--- config.mk ---
export PLATFORM = sky130hd
export DESIGN_NAME = jtag_test_access_port
export DESIGN_NICKNAME = d
export VERILOG_FILES = /design/src/jtag_pkg.sv /design/src/jtag_scan_chain.sv /design/src/jtag_test_access_port.sv
export SDC_FILE = /design/constraint.sdc
export NUM_CORES = 1
export LEC_CHECK = 0
export ABC_AREA = 1
export BUFFER_PORTS_ARGS = -buffer_cell sky130_fd_sc_hd__clkbuf_2
export CORE_MARGIN = 8
export CORE_UTILIZATION = 55
export DETAILED_ROUTE_END_ITERATION = 10
export PLACE_DENSITY = 0.84
export SYNTH_ARGS = -nofsm -noshare
export SYNTH_HDL_FRONTEND = slang
export SYNTH_HIERARCHICAL = 1
export SYNTH_SLANG_ARGS = --single-unit
--- constraint.sdc ---
create_clock -name clk_i -period 3.9 [get_ports clk_i]
set_input_delay 0.78 -clock clk_i [delete_from_list [all_inputs] [get_ports clk_i]]
set_output_delay 0.78 -clock clk_i [all_outputs]
set_load 0.05 [all_outputs]
--- src/jtag_pkg.sv ---
// shared constants and types of the boundary-scan test access port
package jtag_pkg;

  // ----------------------------------------------------------------
  // instruction register
  // ----------------------------------------------------------------
  localparam int IR_LEN = 4;
  localparam logic [IR_LEN-1:0] INSTR_EXTEST = 4'h0;
  localparam logic [IR_LEN-1:0] INSTR_SAMPLE = 4'h1;
  localparam logic [IR_LEN-1:0] INSTR_IDCODE = 4'h2;
  localparam logic [IR_LEN-1:0] INSTR_BYPASS = 4'hf;
  // low two bits fixed at 01 so a broken chain is visible on capture
  localparam logic [IR_LEN-1:0] IR_CAPTURE_VAL = 4'h1;
  localparam logic [IR_LEN-1:0] IR_RESET_VAL = INSTR_IDCODE;

  // ----------------------------------------------------------------
  // data registers and pins
  // ----------------------------------------------------------------
  localparam int ID_LEN = 32;
  localparam int BSR_LEN_DEF = 8;
  // undriven test pins read high through their pull-ups
  localparam logic PIN_IDLE_VAL = 1'b1;
  // the test clock has no pull-up and idles low between frames
  localparam logic TCK_IDLE_VAL = 1'b0;
  localparam logic TDO_RESET_VAL = 1'b0;
  // consecutive high mode-select edges that always reach reset
  localparam int TLR_TMS_COUNT = 5;

  // ----------------------------------------------------------------
  // controller states
  // ----------------------------------------------------------------
  typedef enum logic [3:0] {
    TLR     = 4'b1111,
    RTI     = 4'b1100,
    SEL_DR  = 4'b0111,
    CAP_DR  = 4'b0110,
    SH_DR   = 4'b0010,
    EX1_DR  = 4'b0001,
    PAU_DR  = 4'b0011,
    EX2_DR  = 4'b0000,
    UPD_DR  = 4'b0101,
    SEL_IR  = 4'b0100,
    CAP_IR  = 4'b1110,
    SH_IR   = 4'b1010,
    EX1_IR  = 4'b1001,
    PAU_IR  = 4'b1011,
    EX2_IR  = 4'b1000,
    UPD_IR  = 4'b1101
  } tap_state_t;

endpackage

--- src/jtag_scan_chain.sv ---
// boundary-scan cell chain with capture, shift and update stages
`timescale 1ns/10ps
module jtag_scan_chain #(
  parameter int WIDTH = 8
) (
  input wire logic clk_i,
  input wire logic arst_i,
  input wire logic ce_i,
  input wire logic capture_i,
  input wire logic shift_i,
  input wire logic update_i,
  input wire logic si_i,
  input wire logic [WIDTH-1:0] par_i,
  output logic so_o,
  output logic [WIDTH-1:0] par_o
);
  import jtag_pkg::*;

  logic [WIDTH-1:0] sr_reg;
  logic [WIDTH-1:0] sr_next;

  assign sr_next = capture_i ? par_i : (shift_i ? {si_i, sr_reg[WIDTH-1:1]} : sr_reg);
  assign so_o = sr_reg[0];

  always_ff @(posedge clk_i or posedge arst_i) begin
    if (arst_i) begin
      sr_reg <= '0;
      par_o <= '0;
    end else if (ce_i) begin
      sr_reg <= sr_next;
      if (update_i) begin
        par_o <= sr_reg;
      end
    end
  end

  a_chain_shift_in: assert property (@(posedge clk_i) disable iff (arst_i)
    ce_i && shift_i && !capture_i |=> sr_reg == {$past(si_i), $past(sr_reg[WIDTH-1:1])})
    else $error("scan chain did not shift one place");

  a_chain_update_out: assert property (@(posedge clk_i) disable iff (arst_i)
    ce_i && update_i |=> par_o == $past(sr_reg))
    else $error("scan chain update lost");

endmodule

--- src/jtag_test_access_port.sv ---
// boundary-scan test access port sampled by the system clock
//
// Functional notes
// - a low test reset forces the test logic to reset without any test clock
// - mode-select and data-in synchronisers reset high; test reset has no default level
// - mode-select and data-in are taken on each rising test clock edge
// - test data out changes only on falling test clock edges
// - with the test clock stopped every state element after the pin synchronisers holds its value
// - test data out is driven only while shifting, high impedance otherwise
// - instructions and data both enter through data-in, chosen by controller state
`timescale 1ns/10ps
module jtag_test_access_port #(
  parameter int BSR_LEN = jtag_pkg::BSR_LEN_DEF,
  parameter logic [jtag_pkg::ID_LEN-1:0] IDCODE_VALUE = 32'h00000001 // arbitrary value
) (
  input wire logic clk_i,
  input wire logic reset_i,
  input wire logic ce_i,
  input wire logic trst_n_i,
  input wire logic tck_i,
  input wire logic tms_i,
  input wire logic tdi_i,
  input wire logic [BSR_LEN-1:0] pins_i,
  output logic [BSR_LEN-1:0] pins_o,
  output logic extest_o,
  output logic tdo_o,
  output logic tdo_oe_n_o
);
  import jtag_pkg::*;

  // ----------------------------------------------------------------
  // pin synchronisers
  // ----------------------------------------------------------------
  logic [2:0] pin_raw;
  logic [2:0] sync1_reg;
  logic [2:0] sync2_reg;
  logic tck_d_reg;
  logic rst_hold_reg;
  logic rst_hold2_reg;
  wire trst_req = reset_i | ~trst_n_i;
  wire tap_arst = trst_req | rst_hold2_reg;

  assign pin_raw = {tck_i, tms_i, tdi_i};

  genvar g;
  generate
    for (g = 0; g < 3; g++) begin : g_sync
      // tck resets to its idle low level, else a false edge would follow reset
      localparam logic SYNC_IDLE = (g == 2) ? TCK_IDLE_VAL : PIN_IDLE_VAL;
      always_ff @(posedge clk_i or posedge reset_i) begin
        if (reset_i) begin
          sync1_reg[g] <= SYNC_IDLE;
          sync2_reg[g] <= SYNC_IDLE;
        end else if (ce_i) begin
          sync1_reg[g] <= pin_raw[g];
          sync2_reg[g] <= sync1_reg[g];
        end
      end
    end
  endgenerate

  wire tck_s = sync2_reg[2];
  wire tms_s = sync2_reg[1];
  wire tdi_s = sync2_reg[0];

  // test reset asserts at once but releases on the clock, so the
  // controller never leaves reset on a half-seen release
  always_ff @(posedge clk_i or posedge trst_req) begin
    if (trst_req) begin
      rst_hold_reg <= 1'b1;
      rst_hold2_reg <= 1'b1;
    end else if (ce_i) begin
      rst_hold_reg <= 1'b0;
      rst_hold2_reg <= rst_hold_reg;
    end
  end

  // ----------------------------------------------------------------
  // test clock edges
  // ----------------------------------------------------------------
  always_ff @(posedge clk_i or posedge reset_i) begin
    if (reset_i) begin
      tck_d_reg <= 1'b0;
    end else if (ce_i) begin
      tck_d_reg <= tck_s;
    end
  end

  // no edge, no step: a stopped test clock freezes the logic below
  wire tck_rise = ce_i & tck_s & ~tck_d_reg;
  wire tck_fall = ce_i & ~tck_s & tck_d_reg;

  // ----------------------------------------------------------------
  // controller
  // ----------------------------------------------------------------
  tap_state_t state_reg;
  tap_state_t state_next;

  always_comb begin
    case (state_reg)
      TLR: state_next = tms_s ? TLR : RTI;
      RTI: state_next = tms_s ? SEL_DR : RTI;
      SEL_DR: state_next = tms_s ? SEL_IR : CAP_DR;
      CAP_DR: state_next = tms_s ? EX1_DR : SH_DR;
      SH_DR: state_next = tms_s ? EX1_DR : SH_DR;
      EX1_DR: state_next = tms_s ? UPD_DR : PAU_DR;
      PAU_DR: state_next = tms_s ? EX2_DR : PAU_DR;
      EX2_DR: state_next = tms_s ? UPD_DR : SH_DR;
      UPD_DR: state_next = tms_s ? SEL_DR : RTI;
      SEL_IR: state_next = tms_s ? TLR : CAP_IR;
      CAP_IR: state_next = tms_s ? EX1_IR : SH_IR;
      SH_IR: state_next = tms_s ? EX1_IR : SH_IR;
      EX1_IR: state_next = tms_s ? UPD_IR : PAU_IR;
      PAU_IR: state_next = tms_s ? EX2_IR : PAU_IR;
      EX2_IR: state_next = tms_s ? UPD_IR : SH_IR;
      UPD_IR: state_next = tms_s ? SEL_DR : RTI;
      default: state_next = TLR;
    endcase
  end

  always_ff @(posedge clk_i or posedge tap_arst) begin
    if (tap_arst) begin
      state_reg <= TLR;
    end else if (tck_rise) begin
      state_reg <= state_next;
    end
  end

  // ----------------------------------------------------------------
  // instruction register
  // ----------------------------------------------------------------
  logic [IR_LEN-1:0] ir_sr_reg;
  logic [IR_LEN-1:0] ir_reg;
  wire in_sh_ir = state_reg == SH_IR;
  wire in_sh_dr = state_reg == SH_DR;
  wire ir_cap = tck_rise & (state_reg == CAP_IR);
  wire ir_shift = tck_rise & in_sh_ir;
  wire dr_cap = tck_rise & (state_reg == CAP_DR);
  wire dr_shift = tck_rise & in_sh_dr;
  wire dr_upd = tck_fall & (state_reg == UPD_DR);

  always_ff @(posedge clk_i or posedge tap_arst) begin
    if (tap_arst) begin
      ir_sr_reg <= IR_CAPTURE_VAL;
      ir_reg <= IR_RESET_VAL;
    end else begin
      if (ir_cap) begin
        ir_sr_reg <= IR_CAPTURE_VAL;
      end else if (ir_shift) begin
        ir_sr_reg <= {tdi_s, ir_sr_reg[IR_LEN-1:1]};
      end
      // the instruction falls back on the first falling edge spent in reset
      if (tck_fall && state_reg == TLR) begin
        ir_reg <= IR_RESET_VAL;
      end else if (tck_fall && state_reg == UPD_IR) begin
        ir_reg <= ir_sr_reg;
      end
    end
  end

  // ----------------------------------------------------------------
  // data registers
  // ----------------------------------------------------------------
  wire sel_bsr = (ir_reg == INSTR_EXTEST) | (ir_reg == INSTR_SAMPLE);
  wire sel_id = ir_reg == INSTR_IDCODE;
  logic bypass_reg;
  logic [ID_LEN-1:0] id_sr_reg;
  logic bsr_so;

  always_ff @(posedge clk_i or posedge tap_arst) begin
    if (tap_arst) begin
      bypass_reg <= 1'b0;
      id_sr_reg <= '0;
      extest_o <= 1'b0;
    end else begin
      if (dr_cap) begin
        bypass_reg <= 1'b0;
        id_sr_reg <= IDCODE_VALUE;
      end else if (dr_shift) begin
        bypass_reg <= tdi_s;
        id_sr_reg <= {tdi_s, id_sr_reg[ID_LEN-1:1]};
      end
      if (ce_i) begin
        extest_o <= ir_reg == INSTR_EXTEST;
      end
    end
  end

  jtag_scan_chain #(
    .WIDTH(BSR_LEN)
  ) u_bsr (
    .clk_i(clk_i),
    .arst_i(tap_arst),
    .ce_i(ce_i),
    .capture_i(dr_cap & sel_bsr),
    .shift_i(dr_shift & sel_bsr),
    .update_i(dr_upd & sel_bsr),
    .si_i(tdi_s),
    .par_i(pins_i),
    .so_o(bsr_so),
    .par_o(pins_o)
  );

  wire dr_so = sel_bsr ? bsr_so : (sel_id ? id_sr_reg[0] : bypass_reg);
  wire tdo_next = in_sh_ir ? ir_sr_reg[0] : dr_so;

  // ----------------------------------------------------------------
  // test data out, launched on the falling edge only
  // ----------------------------------------------------------------
  always_ff @(posedge clk_i or posedge tap_arst) begin
    if (tap_arst) begin
      tdo_o <= TDO_RESET_VAL;
      tdo_oe_n_o <= 1'b1;
    end else if (tck_fall) begin
      tdo_o <= tdo_next;
      tdo_oe_n_o <= ~(in_sh_ir | in_sh_dr);
    end
  end

  // ----------------------------------------------------------------
  // checks
  // ----------------------------------------------------------------
  logic [2:0] tms_run_reg;
  always_ff @(posedge clk_i or posedge tap_arst) begin
    if (tap_arst) begin
      tms_run_reg <= 3'h0;
    end else if (tck_rise) begin
      tms_run_reg <= !tms_s ? 3'h0 : (tms_run_reg == 3'h7 ? 3'h7 : tms_run_reg + 3'h1);
    end
  end

  a_trst_forces_reset: assert property (@(posedge clk_i) disable iff (reset_i)
    !trst_n_i |-> state_reg == TLR && tdo_oe_n_o)
    else $error("test reset did not hold the controller in reset");

  a_five_tms_reset: assert property (@(posedge clk_i) disable iff (tap_arst)
    tms_run_reg >= 3'(TLR_TMS_COUNT) |-> state_reg == TLR)
    else $error("five high mode-select edges did not reach reset");

  a_state_hold_idle: assert property (@(posedge clk_i) disable iff (tap_arst)
    !tck_rise && !tck_fall |=> $stable(state_reg) && $stable(ir_reg) && $stable(tdo_o))
    else $error("test logic changed without a test clock edge");

  a_tdo_on_fall: assert property (@(posedge clk_i) disable iff (tap_arst)
    $changed(tdo_o) || $changed(tdo_oe_n_o) |-> $past(tck_fall))
    else $error("test data out changed off a falling edge");

  a_oe_only_shift: assert property (@(posedge clk_i) disable iff (tap_arst)
    !tdo_oe_n_o |-> state_reg inside {SH_IR, SH_DR, EX1_IR, EX1_DR})
    else $error("test data out driven outside a shift");

  a_state_on_rise: assert property (@(posedge clk_i) disable iff (tap_arst)
    tck_rise |=> state_reg == $past(state_next))
    else $error("controller did not follow mode-select on a rising edge");

  a_ir_capture_val: assert property (@(posedge clk_i) disable iff (tap_arst)
    ir_cap |=> ir_sr_reg == IR_CAPTURE_VAL ##1 state_reg != CAP_IR)
    else $error("instruction capture value wrong");

  a_ir_shift_in: assert property (@(posedge clk_i) disable iff (tap_arst)
    ir_shift |=> ir_sr_reg == {$past(tdi_s), $past(ir_sr_reg[IR_LEN-1:1])})
    else $error("instruction shift lost a bit");

  a_idle_pins_high: assert property (@(posedge clk_i)
    reset_i |=> tms_s && tdi_s)
    else $error("idle test inputs did not read high after reset");

endmodule

==> results.txt <==
----------------------------------------------------
[Global route]
  Initial antenna violation count ... 0
  Grt total ovfl ... 0
  Global-route wire length before repair ... ~12 mm
  Largest net degree at the start of global routing ... 34
  Gr usage total ... 0.166
  Number of global-route vias before repair ... 2530

[Clock network]
  Number of levels the H-tree was split into ... 3
  Clock insertion delay at the later pin of the skew report ... 340 ps
  Number of buffers inserted by post-CTS setup repair ... 0
  Clock tree from TritonCTS ... yes
  Number of resized instances in the post-cts repair step ... 0
  Maximum clock path buffer count ... 2
  Clock slew at reported path FFs ... 70 ps
  Count of hold-fix buffers inserted at cts ... 0
  Sinks on Clock Net ... 72
  TritonCTS Buffers ... 9
  Clock root cell ... sky130_fd_sc_hd__clkbuf_8

[Timing]
  Post-layout minimum cycle time ... 2530 ps
  Post-route fraction of the period consumed by the critical path ... 0.648
  Final Hold Viols ... 0
  Slew margin rel. ... 0.408
  Setup Total Neg Slack ... 0 ps
  Pin slew with the least headroom to its limit ... 882 ps
  Worst Skew ... 7.54 ps
  Count of endpoints failing setup in the final report ... 0
  Number of pins with negative max-slew slack in the final report ... 0
  Minimum hold slack ... 347 ps
  RSZ-0062 raised after global routing ... false
  Highest clock frequency the design can meet ... 395 MHz
  Min setup slack post-route ... 1370 ps

[Finish]
  # fillers ... ~460
  Layout Cells excl Fill ... between 400 and 500
  Net count reported at finish ... 395
  Cell area after layout ... 3730 um2
  Share of post-route cells with drive strength above 1 ... 0.265
  Final design utilization ... 0.633
  Max reg flops ... 31
  Area added between synthesis and finish ... 11.6%
  Number of antenna diodes ... 0

[Synth]
  Cell type contributing the most total cell area after synthesis ... sky130_fd_sc_hd__dfrtp_1
  Count of synthesis-stage warnings from yosys ... 6
  Average cell area after synthesis ... 9.49 um2
  Net count after synthesis ... about 370
  Most frequently used flop master after synthesis ... sky130_fd_sc_hd__dfrtp_1
  Post-synth EDFFs ... 0
  Sequential area share after synthesis ... 0.544
  Top post-synthesis cells by area ... sky130_fd_sc_hd__dfrtp_1 (44%), sky130_fd_sc_hd__nand2_1 (11%), sky130_fd_sc_hd__o22ai_2 (11%)
  Number of synthesized register bits ... 72
  Post-synthesis instance total ... 352
  Fraction of registers with async set/reset ... 1.00
  Top-area cell type share of the netlist area ... 0.442
  Cell Area, Synth ... 3340 um2
  Count of unique library cells instantiated by Yosys ... 31

[Floorplan]
  Cell row count ... 28
  Initial core utilization ... 0.568
  Chip width ... around 94 um
  Y dimension of the die ... 93.9 um
  Number of I/O pins ... 26
  Area inside the core boundary ... 5890 um2
  Total die area ... 8820 um2

[Detailed routing]
  Routed wirelength normalized by instance count ... 14.4 um
  Final routed DRC violation total ... 0
  First-pass DRT Iterations ... 4
  Via density per instance ... 5.37
  Remaining antenna violation count after routing ... 0
  Total routed wirelength ... 6.62 mm
  Number of vias after detailed routing ... 2471
  Violation count after the first detailed-routing iteration ... between 150 and 200

[Placement]
  Post-Place Worst Slack ... 1010 ps
  Number of placed cells counting well taps ... 444
  DP Area ... 3500 um2
  Routability-driven placement congestion ratio ... 0.982
  DPL Wire Length ... 4.36 mm
  Number of port buffers ... 25

[Critical path]
  Worst setup path class ... in -> reg
  Crit start category ... input pin
  Worst endpoint required time ... 4180 ps
  Worst-path fanout max ... 32
  Endpoint type of the worst setup path ... flop
  Crit path arrival time ... 2810 ps

[Power and ir drop]
  Clock Power Share ... 0.251
  Combinational cell fraction of total power ... 0.320
  Design Power ... 2.64 mW
  Sw frac ... 0.348
  Power density over the cells ... 709 nW/um2
  Worst vdd ir ... between 400 and 500 uV
  Sw power ... 0.919 mW
  Sequential share of power ... 0.429
  Static leakage power ... 1.91 nW
  Internal portion of total power ... 1.72 mW

[Worst hold path]
  Class of the most critical hold timing path ... in -> async

[Outcome]
  Outcome ... finished, final reports clean

[Job]
  Reported max-cap violation count ... 0

----------------------------------------------------
placed cells by master (no fill, tap or decap), types with 5 or more instances in the layout:
cell type,count
sky130_fd_sc_hd__clkbuf_2,25
sky130_fd_sc_hd__clkbuf_8,10
sky130_fd_sc_hd__dfrtp_1,59
sky130_fd_sc_hd__dfstp_2,13
sky130_fd_sc_hd__inv_1,58
sky130_fd_sc_hd__nand2_1,98
sky130_fd_sc_hd__nand3_1,19
sky130_fd_sc_hd__nor2_1,16
sky130_fd_sc_hd__o21ai_0,13
sky130_fd_sc_hd__o22ai_2,29
sky130_fd_sc_hd__o31ai_1,5
power groups by stage:
stage	combinational (mW)	clock, mW	sequential, mW
4_1_cts	0.846	0.672	1.13
2_1_floorplan	0.641	0	1.16
3_5_place_dp	0.826	0	1.14
6_report	0.845	0.664	1.13
5_1_grt	0.935	0.705	1.15
3_3_place_gp	0.791	0	1.13
per-layer routing:
layer	part of all wire	global-route usage	up-vias
met5	0	0	-
met4	0.020	0.0779	0
met3	0.045	0.0400	17
met2	0.50	0.265	71
met1	0.44	0.207	1204
li1	-	-	1179
cells by family after synthesis:
kind of cell / synth area share
AND/OR/NAND/NOR: 0.191
buffers and inverters: 0.0978
flip-flops: 0.544
AO/OA/AOI/OAI: 0.161
multiplexers: 0.00674
synth_stat cells (2+ instances only):
cell type,n
sky130_fd_sc_hd__nor2_2,4
sky130_fd_sc_hd__o22ai_2,29
sky130_fd_sc_hd__dfstp_2,13
sky130_fd_sc_hd__o21ai_0,13
sky130_fd_sc_hd__a21oi_1,4
sky130_fd_sc_hd__nand3_1,19
sky130_fd_sc_hd__o21ai_1,2
sky130_fd_sc_hd__dfrtp_1,59
sky130_fd_sc_hd__nor3_1,2
sky130_fd_sc_hd__nand2_1,98
sky130_fd_sc_hd__a31oi_1,2
sky130_fd_sc_hd__mux2_2,2
sky130_fd_sc_hd__buf_6,4
sky130_fd_sc_hd__inv_2,2
sky130_fd_sc_hd__o31ai_1,5
sky130_fd_sc_hd__nor2_1,16
sky130_fd_sc_hd__buf_4,5
sky130_fd_sc_hd__inv_1,59
sky130_fd_sc_hd__o22ai_1,2
worst paths after layout:
check	startpoint	end	slack (ps)	cells past startpoint
max in group asynchronous	reset_i	ir_sr_reg[0]	2260	5
worst max register to register	state_reg[2]	u_bsr/par_o[1]	1680	7
min in group clk_i	rst_hold_reg	rst_hold_reg	440	2
worst max-delay path	ce_i	u_bsr/sr_reg[4]	1370	11
worst min register to register	rst_hold_reg	rst_hold_reg	440	2
worst min-delay path	reset_i	sync1_reg[2]	350	2
area by class of cell:
type,instances,area [um2],area share
sequential,72,1820,0.488
multi-input combinational,207,1200,0.323
inverter,62,235,0.0631
timing repair buffer,28,148,0.0396
clock buffer,10,138,0.0369
tap,75,93.8,0.0252
clock inverter,6,92.6,0.0248
worst max-delay path, stage by stage:
cell and delay, ps:
sky130_fd_sc_hd__clkbuf_2 440, sky130_fd_sc_hd__nand2_2 140, sky130_fd_sc_hd__nor2_4 200, sky130_fd_sc_hd__inv_4 90, sky130_fd_sc_hd__nor2_8 100, sky130_fd_sc_hd__nand2_4 270, sky130_fd_sc_hd__nor2_2 260, sky130_fd_sc_hd__nor2_1 70
sky130_fd_sc_hd__nor2_2 260, sky130_fd_sc_hd__nand2_1 100, sky130_fd_sc_hd__nand2_1 70
No activity file was read; power rests on OpenSTA's default activity.
